===== src/hdl/wwd_regs.svh =====
// Register offsets, reset values and timing counts of the window watchdog
// Notes on behaviour
// - Activation bit set by write, cleared by reset
// - Reset request only while activation bit set or hardware option on
// - Control bits 6:0 are live downcounter
// - Decrement once per 12288 clocks, free prescaler
// - Active and count 0x40 to 0x3F: reset
// - Hardware option forces watchdog always active
// - Window bits 6:0 limit, bit 7 zero
// - Reset: window 0x7F, control 0x7F
// - Active reload above window limit: reset
// - Counter decrements even while disabled
// - Halt-reset option: halt request while active gives reset
`ifndef WWD_REGS_SVH
`define WWD_REGS_SVH
// ---------------------------------------------------------------
// Offsets (byte addresses, index times four)
// ---------------------------------------------------------------
`define WWD_CTRL_IDX      8'h00
`define WWD_WIN_IDX       8'h01
`define WWD_CTRL_ADDR     8'h00
`define WWD_WIN_ADDR      8'h04
// ---------------------------------------------------------------
// Fields and reset values
// ---------------------------------------------------------------
`define WWD_ACT_BIT       7
`define WWD_TOP_BIT       6
`define WWD_CNT_RST       7'h7F
`define WWD_WIN_RST       7'h7F
`define WWD_CNT_EDGE      7'h40
// ---------------------------------------------------------------
// Timing
// ---------------------------------------------------------------
`define WWD_PRESCALE      12288
`endif


===== src/hdl/wwd_pkg.sv =====
// Types of the window watchdog
package wwd_pkg;
    typedef logic [6:0] wwd_count_t;
    typedef enum logic [1:0] {WWD_IDLE, WWD_ACK} wwd_bus_st_t;
endpackage


===== src/hdl/wwd_prescaler.sv =====
// Free-running prescaler producing one tick per period
`include "wwd_regs.svh"
module wwd_prescaler (
    // Clock and reset
    input  wire logic clk_i,
    input  wire logic rst_i,
    // Tick
    output logic      tick_o
);
    import wwd_pkg::*;
    localparam int unsigned PERIOD = `WWD_PRESCALE;
    localparam logic [13:0] LAST   = 14'(PERIOD - 1);

    logic [13:0] cnt_q;
    logic [13:0] cnt_d;

    // Phase never disturbed by register writes
    always_comb begin
        cnt_d = (cnt_q == LAST) ? 14'h0000 : cnt_q + 14'h0001;
    end

    always_ff @(posedge clk_i) begin
        if (rst_i) begin
            cnt_q <= 14'h0000;
        end else begin
            cnt_q <= cnt_d;
        end
    end

    assign tick_o = (cnt_q == LAST);

    // ---------------------------------------------------------------
    // Checks
    // ---------------------------------------------------------------
    property p_tick_single;
        @(posedge clk_i) disable iff (rst_i) tick_o |=> !tick_o [*8];
    endproperty
    a_tick_single: assert property (p_tick_single) else $error("tick too dense");
endmodule


===== src/hdl/wwd_top.sv =====
// Window watchdog with Wishbone classic register slave
`include "wwd_regs.svh"
module wwd_top (
    // Clock and reset
    input  wire logic        clk_i,
    input  wire logic        rst_i,
    // Wishbone slave
    input  wire logic        cyc_i,
    input  wire logic        stb_i,
    input  wire logic        we_i,
    input  wire logic [7:0]  adr_i,
    input  wire logic [3:0]  sel_i,
    input  wire logic [31:0] dat_i,
    output logic [31:0]      dat_o,
    output logic             ack_o,
    // Options and halt
    input  wire logic        hw_watchdog_i,
    input  wire logic        halt_reset_option_i,
    input  wire logic        halt_req_i,
    // Reset request and live count
    output logic             sys_reset_req_o,
    output wwd_pkg::wwd_count_t count_o
);
    import wwd_pkg::*;

    logic        tick;
    logic        activation_bit_q, activation_bit_d;
    wwd_count_t  cnt_q, cnt_d;
    wwd_count_t  win_q, win_d;
    logic        ack_q, ack_d;
    logic [31:0] rdat_q, rdat_d;
    logic        rst_req_q, rst_req_d;
    logic        hw_s1_q, hw_s2_q, ho_s1_q, ho_s2_q, hr_s1_q, hr_s2_q;
    logic        active;
    logic        req;
    logic        wr_ctrl;
    logic        wr_win;

    wwd_prescaler u_pre (
        .clk_i  (clk_i),
        .rst_i  (rst_i),
        .tick_o (tick)
    );

    // ---------------------------------------------------------------
    // Input synchronisers
    // ---------------------------------------------------------------
    always_ff @(posedge clk_i) begin
        if (rst_i) begin
            hw_s1_q <= 1'b0;
            hw_s2_q <= 1'b0;
            ho_s1_q <= 1'b0;
            ho_s2_q <= 1'b0;
            hr_s1_q <= 1'b0;
            hr_s2_q <= 1'b0;
        end else begin
            hw_s1_q <= hw_watchdog_i;
            hw_s2_q <= hw_s1_q;
            ho_s1_q <= halt_reset_option_i;
            ho_s2_q <= ho_s1_q;
            hr_s1_q <= halt_req_i;
            hr_s2_q <= hr_s1_q;
        end
    end

    // ---------------------------------------------------------------
    // Bus decode
    // ---------------------------------------------------------------
    // Ack one cycle after request, dropped the next cycle
    assign req     = cyc_i && stb_i && !ack_q;
    assign wr_ctrl = req && we_i && sel_i[0] && (adr_i == `WWD_CTRL_ADDR);
    assign wr_win  = req && we_i && sel_i[0] && (adr_i == `WWD_WIN_ADDR);
    assign active  = activation_bit_q || hw_s2_q;

    // ---------------------------------------------------------------
    // Next state
    // ---------------------------------------------------------------
    always_comb begin
        activation_bit_d = activation_bit_q;
        cnt_d            = cnt_q;
        win_d            = win_q;
        rst_req_d        = 1'b0;
        ack_d            = req;
        rdat_d           = 32'h0000_0000;
        if (wr_ctrl && dat_i[`WWD_ACT_BIT]) begin
            activation_bit_d = 1'b1;
        end
        if (tick) begin
            cnt_d = cnt_q - 7'h01;
        end
        if (wr_ctrl) begin
            cnt_d = dat_i[6:0];
        end
        if (wr_win) begin
            win_d = dat_i[6:0];
        end
        if (active && tick && !wr_ctrl && cnt_q == `WWD_CNT_EDGE) begin
            rst_req_d = 1'b1;
        end
        if (active && wr_ctrl && cnt_q > win_q) begin
            rst_req_d = 1'b1;
        end
        if (active && ho_s2_q && hr_s2_q) begin
            rst_req_d = 1'b1;
        end
        if (req && !we_i) begin
            if (adr_i == `WWD_CTRL_ADDR) begin
                rdat_d = {24'h00_0000, activation_bit_q, cnt_q};
            end else if (adr_i == `WWD_WIN_ADDR) begin
                rdat_d = {24'h00_0000, 1'b0, win_q};
            end
        end
        if (!active) begin
            rst_req_d = 1'b0;
        end
    end

    always_ff @(posedge clk_i) begin
        if (rst_i) begin
            activation_bit_q <= 1'b0;
            cnt_q            <= `WWD_CNT_RST;
            win_q            <= `WWD_WIN_RST;
            ack_q            <= 1'b0;
            rdat_q           <= 32'h0000_0000;
            rst_req_q        <= 1'b0;
        end else begin
            activation_bit_q <= activation_bit_d;
            cnt_q            <= cnt_d;
            win_q            <= win_d;
            ack_q            <= ack_d;
            rdat_q           <= rdat_d;
            rst_req_q        <= rst_req_d;
        end
    end

    assign ack_o           = ack_q;
    assign dat_o           = rdat_q;
    assign sys_reset_req_o = rst_req_q;
    assign count_o         = cnt_q;

    // ---------------------------------------------------------------
    // Checks
    // ---------------------------------------------------------------
    property p_act_sticky;
        @(posedge clk_i) disable iff (rst_i) activation_bit_q |=> activation_bit_q;
    endproperty
    a_act_sticky: assert property (p_act_sticky) else $error("activation cleared");

    property p_no_req_idle;
        @(posedge clk_i) disable iff (rst_i) !$past(active) |-> !sys_reset_req_o;
    endproperty
    a_no_req_idle: assert property (p_no_req_idle) else $error("request while idle");

    property p_read_ctrl;
        @(posedge clk_i) disable iff (rst_i)
            (req && !we_i && adr_i == `WWD_CTRL_ADDR) |=> dat_o[6:0] == $past(cnt_q);
    endproperty
    a_read_ctrl: assert property (p_read_ctrl) else $error("bad count read");

    property p_dec;
        @(posedge clk_i) disable iff (rst_i)
            (tick && !wr_ctrl) |=> cnt_q == $past(cnt_q) - 7'h01;
    endproperty
    a_dec: assert property (p_dec) else $error("no decrement");

    property p_edge;
        @(posedge clk_i) disable iff (rst_i)
            (active && tick && !wr_ctrl && cnt_q == 7'h40) |=> sys_reset_req_o && cnt_q == 7'h3F;
    endproperty
    a_edge: assert property (p_edge) else $error("missed edge reset");

    property p_hw;
        @(posedge clk_i) disable iff (rst_i)
            (hw_s2_q && wr_ctrl && cnt_q > win_q) |=> sys_reset_req_o;
    endproperty
    a_hw: assert property (p_hw) else $error("hw option ignored");

    property p_win_rd;
        @(posedge clk_i) disable iff (rst_i)
            (req && !we_i && adr_i == `WWD_WIN_ADDR) |=>
            dat_o[7] == 1'b0 && dat_o[6:0] == $past(win_q);
    endproperty
    a_win_rd: assert property (p_win_rd) else $error("bad window read");

    property p_rst_val;
        @(posedge clk_i) $past(rst_i) |-> cnt_q == 7'h7F && win_q == 7'h7F && !activation_bit_q;
    endproperty
    a_rst_val: assert property (p_rst_val) else $error("bad reset value");

    property p_early;
        @(posedge clk_i) disable iff (rst_i)
            (active && wr_ctrl && cnt_q > win_q) |=> sys_reset_req_o;
    endproperty
    a_early: assert property (p_early) else $error("early reload missed");

    property p_halt;
        @(posedge clk_i) disable iff (rst_i) (active && ho_s2_q && hr_s2_q) |=> sys_reset_req_o;
    endproperty
    a_halt: assert property (p_halt) else $error("halt reset missed");

    property p_set_act;
        @(posedge clk_i) disable iff (rst_i) (wr_ctrl && dat_i[`WWD_ACT_BIT]) |=> activation_bit_q;
    endproperty
    a_set_act: assert property (p_set_act) else $error("activation not set");

    property p_free_run;
        @(posedge clk_i) disable iff (rst_i)
            (!active && tick && !wr_ctrl) |=> cnt_q == $past(cnt_q) - 7'h01;
    endproperty
    a_free_run: assert property (p_free_run) else $error("count stalled");

    // ---------------------------------------------------------------
    // Bus checks
    // ---------------------------------------------------------------
    // Master relies on a single-cycle answer
    property p_ack_once;
        @(posedge clk_i) disable iff (rst_i) req |=> ack_o;
    endproperty
    a_ack_once: assert property (p_ack_once) else $error("ack missing");

    property p_ack_pulse;
        @(posedge clk_i) disable iff (rst_i) ack_o |=> !ack_o;
    endproperty
    a_ack_pulse: assert property (p_ack_pulse) else $error("ack too long");

    property p_hi_zero;
        @(posedge clk_i) disable iff (rst_i) dat_o[31:8] == 24'h00_0000;
    endproperty
    a_hi_zero: assert property (p_hi_zero) else $error("upper read bits set");
endmodule


===== config.mk =====
export PLATFORM = sky130hd
export DESIGN_NAME = wwd_top
export DESIGN_NICKNAME = d
export VERILOG_FILES = /design/src/hdl/wwd_pkg.sv /design/src/hdl/wwd_prescaler.sv /design/src/hdl/wwd_top.sv
export VERILOG_INCLUDE_DIRS = /design/src /design/src/hdl
export SDC_FILE = /design/constraint.sdc
export NUM_CORES = 1
export LEC_CHECK = 0
export BUFFER_PORTS_ARGS = -buffer_cell sky130_fd_sc_hd__buf_2
export CAP_MARGIN = 10
export CORE_ASPECT_RATIO = 1.1
export CORE_MARGIN = 1
export CORE_UTILIZATION = 43
export DETAILED_ROUTE_END_ITERATION = 7
export HOLD_SLACK_MARGIN = 0.08
export PLACE_DENSITY = 0.86
export SLEW_MARGIN = 0
export SYNTH_ARGS = -nofsm -noshare
export SYNTH_HDL_FRONTEND = slang
export SYNTH_SLANG_ARGS = --single-unit

===== constraint.sdc =====
create_clock -name clk_i -period 1.8 [get_ports clk_i]
set_input_delay 0.09 -clock clk_i [delete_from_list [all_inputs] [get_ports clk_i]]
set_output_delay 0.09 -clock clk_i [all_outputs]
set_load 0.01 [all_outputs]

==> results of run 1 <==
-- sequential cells by signal, summed over array words and instances, names as in the netlist --
name              flops
ho_s2_q               1
dat_o                 8
hw_s2_q               1
sys_reset_req_o       1
u_pre.cnt_q          14
win_q                 7
ack_o                 1
ho_s1_q               1
count_o               7
hw_s1_q               1
hr_s1_q               1
activation_bit_q      1
hr_s2_q               1
-- final cells by class --
type | count | area (sq um) | share of cell area, %
sequential | 45 | 903 | 30.6
tap | 58 | 72.6 | 2.45
multi-input combinational | 190 | 1290 | 43.6
clock buffer | 5 | 68.8 | 2.33
timing repair buffer | 77 | 519 | 17.6
clock inverter | 3 | 68.8 | 2.33
inverter | 9 | 33.8 | 1.14
-- worst reg2reg max path, stage by stage, from the launching register on --
cell and delay (ns):
dfxtp_1 0.39, ha_4 0.15, nand4_1 0.16, buf_6 0.20
nor4_4 0.25, buf_4 0.18, a2111oi_0 0.11, a311oi_1 0.25
-- cells in the mapped netlist (4+ instances only) --
cell and count:
nand3_1 5, nand4_1 5, nand3b_1 5, o21ai_0 4, clkbuf_1 6, nand2_1 16
nor3_1 4, nor2b_1 10, dfxtp_1 45, o211ai_1 8, a22oi_1 8, xor2_1 6
nor2_1 32, nor4_1 7, ha_1 10, xnor2_1 8, buf_4 24, inv_1 9
-- where the power goes --
group	leakage (uW)	switching (uW)	internal [uW]	total (uW)
combinational	0.000818	74.2	61.4	136
sequential	0.000365	7.47	1010	1020
clock	0.0000687	364	559	922
-- timing repair --
action / CTS / global route
resized for setup: 1 / 13
pin swaps: 0 / 1
hold endpoints to repair: 13 / 0
setup endpoints to repair: 1 / 19
hold buffers: 11 / 0
-- cells by family after synthesis --
logic type,after synthesis,share of synthesized area (%)
buffers and inverters,42,11.2
DFF,45,39.2
adders and majority gates,10,5.45
AOI/OAI and AO/OA,34,11.0
other,1,0.163
muxes,2,0.926
and+or+nand+nor,106,26.6
xor gates and xnor gates,14,5.34
-- how the worst min path moves through the flow --
| stage | endpoint | slack, ns | cells after the start |
|---|---|---|---|
| 2_1_floorplan | count_o[1] | 0.21 | 2 |
| 3_3_place_gp | ho_s1_q | 0.30 | 2 |
| 3_5_place_dp | hr_s1_q | 0.31 | 2 |
| 4_1_cts | activation_bit_q | 0.16 | 2 |
| 5_1_grt | ho_s2_q | 0.18 | 2 |
| 6_report | activation_bit_q | 0.16 | 2 |
-- metrics by stage --
stage	total power, uW	hold slack, ns	instance area [sq um]	worst slack, ns	utilization (%)
floorplan	1140	0.212	2390	0.0106	-
global placement	1150	0.301	2640	0.0505	52.1
detailed placement	1150	0.309	2640	-0.0180	52.1
CTS	2070	0.157	2890	0.00614	57.1
global route	2130	0.177	2960	-0.0796	58.3
finish	2070	0.159	2960	0.00896	58.3
-- layer usage --
layer / routed length [um] / up-vias
met1: 2080 / 960
met3: 218 / 18
li1: - / 1007
met2: 3030 / 58
met4: 164 / 0
met5: 0 / -
==> summary.md, run 1 <==
| Metric | Value |
|---|---|
| Outcome | `finished, violations left` |
| Violated checks | `design-rule violations` |
| Critical register-to-register path endpoint | `count_o[5]` |
| Setup violators final | `0` |
| Antenna Cells | `0` |
| Kind of critical path | `register to register` |
| Most frequent standard cell in the layout excluding fill and tap cells | `dfxtp_1` |
| Antenna-violating nets left | `0` |
| Commonest non-fill, non-tap cells in the layout | `43 x dfxtp_1, 41 x buf_2, 32 x nor2_1, 24 x conb_1, 23 x buf_4` |
| Number of synthesized register bits | `45` |
| Cell count along the critical path | `7` |
| Count of input and output buffers | `41` |
| Maximum operating frequency | `558 MHz` |
| Critical path peak fanout | `6` |
| Number of buffers and inverters on the critical path | `2` |
| Worst Reg2Reg Path Length in Cells | `7` |
| Wire length of the first global-routing pass | `8.53 mm` |
| Static leakage | `0.00125 uW` |
| Largest net degree at the start of global routing | `21` |
| Average instance area after synthesis | `9.04 sq um` |
| Top cells by area in the synthesized netlist | `dfxtp_1 39%, buf_4 7.8%, ha_1 5.4%` |
| CP Capture Point | `count_o[5]` |
| Cell at the slowest stage of the critical path | `dfxtp_1` |
| Flop2flop setup slack | `0.009 ns` |
| Die boundary height | `78.6 um` |
| GR Util met2 | `39.1%` |
| Final routed DRC violation total | `1` |
| Pre-antenna DRT Iters | `6` |
| Cell type with the largest total area after synthesis | `dfxtp_1` |
| Number of antenna violations at the first check in global routing | `0` |
| Number of max-slew violations in the final report | `0` |
| Critical path startpoint | `u_pre.cnt_q[0]` |
| FILL cells | `416` |
| Placeable core region | `5070 sq um` |
| Kind of cell adding the most delay to the critical path | `simple AND/OR/NAND/NOR gates` |
| Cell Count, Final, Fillers Out | `387` |
| Hold/Removal Path Class | `input pin to register` |
| Detailed-route wire length per cell | `14.2 um` |
| Vias in the first global route | `2001` |
| Global-route total usage across every layer | `19.2%` |
| Most utilized layer in the global route result | `met2` |
| Share of flip-flops with an asynchronous set or reset after synthesis | `0%` |
| YS warnings | `0` |
| Endpoints failing hold | `0` |
| Final HPWL from detailed placement | `3.72 mm` |
| Maximum buffer depth of the clock tree | `2` |
| PwrDens | `701 nW/um^2` |
| Area growth, synth to finish | `28.8%` |
| Worst reg2reg startpoint | `u_pre.cnt_q[0]` |
| Placer's final routability congestion estimate | `0.830` |
| Slowest Stage Delay on Critical Path | `0.39 ns` |
| Top-level I/O count | `93` |
| GR met1 Demand/Resource | `17.8%` |
| Crit-path cells | `ha_4, nand4_1, buf_6, nor4_4, buf_4, a2111oi_0, a311oi_1` |
| CP Launch Type | `register` |
| Sequential element share of the synthesized area | `39.2%` |
| H-tree Lvls | `2` |
| Number of buffers added by the clock tree synthesis step | `5` |
| Post-synth top area share | `39.2%` |
| Initial detailed-routing violation count | `193` |
| Clk root buf | `clkbuf_8` |
| Beginning of the worst hold path | `rst_i` |
| Normalized max-slew margin | `61.9%` |
| VDD IR max | `0.000351 V` |
| Share of the clock period used by the worst path | `99.5%` |
| Drt via density | `5.28` |
| Share of post-route cells with drive strength above 1 | `27.7%` |
| Post-CTS Setup Repair Bufs | `0` |
| Initial standard-cell utilization of the core | `45.3%` |
| Width of the die | `71.7 um` |
| Data arrival time of the worst path | `1.99 ns` |
| Required time of the critical path | `2.00 ns` |
| Post-Syn Area | `2300 sq um` |
| GR Overflow Total | `0` |
| Number of distinct library cells after synthesis | `49` |
| Clock Skew | `0.00910 ns` |
| Floorplan die area | `5640 sq um` |
| Clock edge transition at the registers on the reported setup and hold paths | `0.09 ns` |
| Post-synth EDFFs | `0` |
| Primary FF master, synth | `dfxtp_1` |
| Syn Inst Count | `254` |
| TritonCTS clock tree | `built` |
| Setup TNS after final layout | `0 ns` |
| Total number of vias | `2043` |
| Met3 usage in global routing | `3.98%` |
| Clock tree sinks | `45` |
| Post-detailed-routing wire length | `5.49 mm` |
| Tightest Pin Transition | `0.558 ns` |
| Net count, final | `390` |
| Clock insertion delay at the later pin of the skew report | `0.30 ns` |
| Critical path capture point type | `register` |
| Max-Cap Viols | `0` |
| Cell Rows | `27` |
| Number of cells after detailed placement | `368` |
| Final critical path time including I/O delays and setup | `1.79 ns` |
Note: power is estimated with default switching activity, not from simulation.
==> run 2: changes to the inputs <==
--- a/config.mk
+++ b/config.mk
@@ -6,14 +6,15 @@
 export SDC_FILE = /design/constraint.sdc
 export NUM_CORES = 1
 export LEC_CHECK = 0
+export ABC_AREA = 1
 export BUFFER_PORTS_ARGS = -buffer_cell sky130_fd_sc_hd__buf_2
 export CAP_MARGIN = 10
 export CORE_ASPECT_RATIO = 1.1
 export CORE_MARGIN = 1
-export CORE_UTILIZATION = 43
+export CORE_UTILIZATION = 44
 export DETAILED_ROUTE_END_ITERATION = 7
 export HOLD_SLACK_MARGIN = 0.08
-export PLACE_DENSITY = 0.86
+export PLACE_DENSITY = 0.87
 export SLEW_MARGIN = 0
 export SYNTH_ARGS = -nofsm -noshare
 export SYNTH_HDL_FRONTEND = slang
==> run 2 against run 1 <==
The flow now finishes without violations. Critical path type unchanged. Hold slack worse by 0.069 ns. Fmax is 17% higher. Core utilization shrank 5.0 points. Highest routed layer unchanged. Critical path depth grew 1.
==> summary.md, run 2 <==
| Metric | Value |
|---|---|
| Endpoints failing hold | `0 (unchanged)` |
| Clock edge transition at the registers on the reported setup and hold paths | `0.09 ns (about the same)` |
| Global-route total usage across every layer | `18.3% (-0.92 points)` |
| Syn Inst Count | `326 (+28%)` |
| Final routed DRC violation total | `0 (-1)` |
| Largest net degree at the start of global routing | `18 (-14%)` |
| Number of synthesized register bits | `45 (unchanged)` |
| Maximum buffer depth of the clock tree | `2 (unchanged)` |
| Area growth, synth to finish | `17.0%` |
| H-tree Lvls | `2 (unchanged)` |
| Number of distinct library cells after synthesis | `32 (-35%)` |
| Maximum operating frequency | `656 MHz (+17%)` |
| Vias in the first global route | `1969 (-1.6%)` |
| Floorplan die area | `5860 sq um (+4.0%)` |
| Top cells by area in the synthesized netlist | `dfxtp_1 37%, nand2_1 10%, nand3_1 8.6%` |
| Static leakage | `0.00144 uW (+15%)` |
| Critical path peak fanout | `8 (+2)` |
| Die boundary height | `80.2 um (+2.0%)` |
| Post-synth EDFFs | `0 (unchanged)` |
| Fraction of the mapped netlist area in simple logic gates | `34.8% (+8.1 points)` |
| Final HPWL from detailed placement | `3.55 mm (-4.6%)` |
| Critical path capture point type | `register` |
| Compound-Gate Fraction of Synth Area | `4.55% (-6.5 points)` |
| Unrepaired setup endpoints after global routing | `false` |
| Library cell with the highest instance count after synthesis | `nand2_1` |
| Post-Syn Area | `2450 sq um (+6.5%)` |
| Most used standard cells in the synthesized netlist | `66 x nand2_1, 45 x dfxtp_1, 42 x nand3_1` |
| YS warnings | `0 (unchanged)` |
| Share of flip-flops with an asynchronous set or reset after synthesis | `0% (unchanged)` |
| Number of antenna violations at the first check in global routing | `0 (unchanged)` |
| Initial detailed-routing violation count | `162 (-16%)` |
| Share of post-route cells with drive strength above 1 | `19.4% (-8.3 points)` |
| # resized after CTS | `0 (-1)` |
| PwrDens | `682 nW/um^2 (-2.7%)` |
| Total number of vias | `2174 (+6.4%)` |
| Most frequent standard cell in the layout excluding fill and tap cells | `nand2_1` |
| Count of input and output buffers | `41 (unchanged)` |
| Cell type with the largest total area after synthesis | `dfxtp_1` |
| Width of the die | `73.1 um (+2.0%)` |
| Antenna Cells | `0 (unchanged)` |
| Drt via density | `4.76 (-9.9%)` |
| Min setup slack post-route | `0.275 ns (+0.266 ns)` |
| Primary FF master, synth | `dfxtp_1` |
| TritonCTS clock tree | `built` |
| Clock tree sinks | `45 (unchanged)` |
| Register bank with the most flops | `u_pre.cnt_q` |
| Main combinational cell family by area after synthesis | `simple AND/OR/NAND/NOR gates` |
| Detailed-route wire length per cell | `11.0 um (-23%)` |
| Placeable core region | `5360 sq um (+5.8%)` |
| Kind of critical path | `register to register` |
| Share of the clock period used by the worst path | `84.7% (-15 points)` |
| Clock Skew | `0.0114 ns (+0.00232 ns)` |
| Combinational Power Share | `6.3% (-0.2 points)` |
| Sequential share of power | `51.9% (+2.9 points)` |
| Max-Cap Viols | `0 (unchanged)` |
| Net count, final | `443 (+14%)` |
| Commonest non-fill, non-tap cells in the layout | `66 x nand2_1, 45 x dfxtp_1, 42 x nand3_1, 41 x buf_2, 38 x inv_1` |
| Post-synthesis adder-cell area fraction | `5.12% (-0.33 points)` |
| Outcome | `finished clean` |
| Post-CTS Setup Repair Bufs | `0 (unchanged)` |
| VDD IR max | `0.000462 V (+32%)` |
| Number of buffers added by the clock tree synthesis step | `5 (unchanged)` |
| Multiplexer share of the synthesized area | `0% (-0.93 points)` |
| Antenna-violating nets left | `0 (unchanged)` |
| Wire length of the first global-routing pass | `8.21 mm (-3.7%)` |
| Hold/Removal Path Class | `input pin to register` |
| Placer's final routability congestion estimate | `0.799 (-3.7%)` |
| Post-synth top area share | `36.8% (-2.4 points)` |
| Xor/xnor share of the synthesized area | `3.22% (-2.1 points)` |
| Clk root buf | `clkbuf_8` |
| Fraction of power spent switching nets | `22.8% (+1.3 points)` |
| Average instance area after synthesis | `7.50 sq um (-17%)` |
| CP Launch Type | `register` |
| Pre-antenna DRT Iters | `4 (-2)` |
| Setup violators final | `0 (unchanged)` |
| Share of total power in the clock network | `41.7% (-2.8 points)` |
| Final critical path time including I/O delays and setup | `1.52 ns (-0.266 ns)` |
| Clock insertion delay at the later pin of the skew report | `0.31 ns (about the same)` |
| Setup TNS after final layout | `0 ns (unchanged)` |
| Cell Rows | `28 (+3.7%)` |
| Number of max-slew violations in the final report | `0 (unchanged)` |
| GR Overflow Total | `0 (unchanged)` |
| Total internal power | `1510 uW (-7.4%)` |
| Flip-flop count of the largest register, all copies and words added | `14 (unchanged)` |
| Required time of the critical path | `2.00 ns (about the same)` |
| Initial standard-cell utilization of the core | `45.6% (+0.33 points)` |
| Top-level I/O count | `93 (unchanged)` |
| Post-detailed-routing wire length | `5.01 mm (-8.7%)` |
| Setup slack after placement | `0.300 ns (+0.318 ns)` |
| Net switching power figure | `445 uW (-0.12%)` |
| Sequential element share of the synthesized area | `36.8% (-2.4 points)` |
| Data arrival time of the worst path | `1.72 ns (-0.27 ns)` |
==> run 2: cell count changes after synthesis, sizes merged, moves of 6 or more <==
cell / change
o211ai: -6
nor4: -8
inv: +31
nor2b: -10
a22oi: -8
nand2: +53
clkbuf: -6
nand3: +41
a21oi: +10
nor2: +11
==> run 2: layout make-up <==
class	instances	area [sq um]
multi-input combinational	234	1260
inverter	40	155
timing repair buffer	55	335
clock inverter	2	37.5
tap	75	93.8
sequential	45	901
clock buffer	6	82.6
fill	497	2500
==> run 2: path summary, 6_finish.rpt <==
| check | startpoint | to | slack [ns] | cells past startpoint |
|---|---|---|---|---|
| min reg2reg | ho_s1_q | ho_s2_q | 0.41 | 2 |
| max | u_pre.cnt_q[0] | count_o[4] | 0.28 | 8 |
| max reg2reg | u_pre.cnt_q[0] | count_o[4] | 0.28 | 8 |
| min | cyc_i | ack_o | 0.09 | 3 |
==> run 2: cells by family (layout without fill, tap and decap cells) <==
family / Yosys count / in the layout
AO/OA/AOI/OAI: 19 / 19
XOR/XNOR: 9 / 9
adder cells (fa/ha/maj): 10 / 10
buffers and inverters: 70 / 103
flip-flops: 45 / 45
other: 1 / 24
AND/OR/NAND/NOR: 172 / 172
==> run 2: layer usage <==
layer,GRT usage [%],vias up,wire (um)
met1,19.9,989,2090
met2,31.0,70,2480
met3,6.15,21,296
li1,-,1094,-
met5,0,-,0
met4,9.80,0,146
==> run 2: power groups by stage <==
stage	Sequential (uW)	Clock (uW)	Combinational, uW
floorplan	1040	0	104
CTS	1010	824	122
finish	1010	815	123
detailed placement	1040	0	105
global placement	1040	0	102
global route	1020	857	138
==> run 2: repair_timing <==
item,in CTS,in global routing
hold buffers,10,0
endpoints found under the setup margin,0,0
hold endpoints to repair,12,0
==> run 2: critical path: stages (launching register included) <==
cell and delay, ns:
dfxtp_1 0.38, ha_1 0.18, nand2_1 0.10, nor2_4 0.16
nand3_4 0.12, nor2_8 0.19, inv_4 0.09, nand3_1 0.10
o211ai_2 0.08
==> run 2: per-stage QoR <==
| step | area [sq um] | total power (uW) | util (%) | hold slack (ns) | instances |
|---|---|---|---|---|---|
| floorplan | 2530 | 1140 | - | 0.197 | 349 |
| global placement | 2640 | 1140 | 49.3 | 0.291 | 439 |
| detailed placement | 2640 | 1140 | 49.3 | 0.302 | 439 |
| CTS | 2860 | 1960 | 53.4 | 0.0895 | 457 |
| global route | 2860 | 2010 | 53.4 | 0.108 | 457 |
| finish | 2860 | 1950 | 53.4 | 0.0898 | 457 |
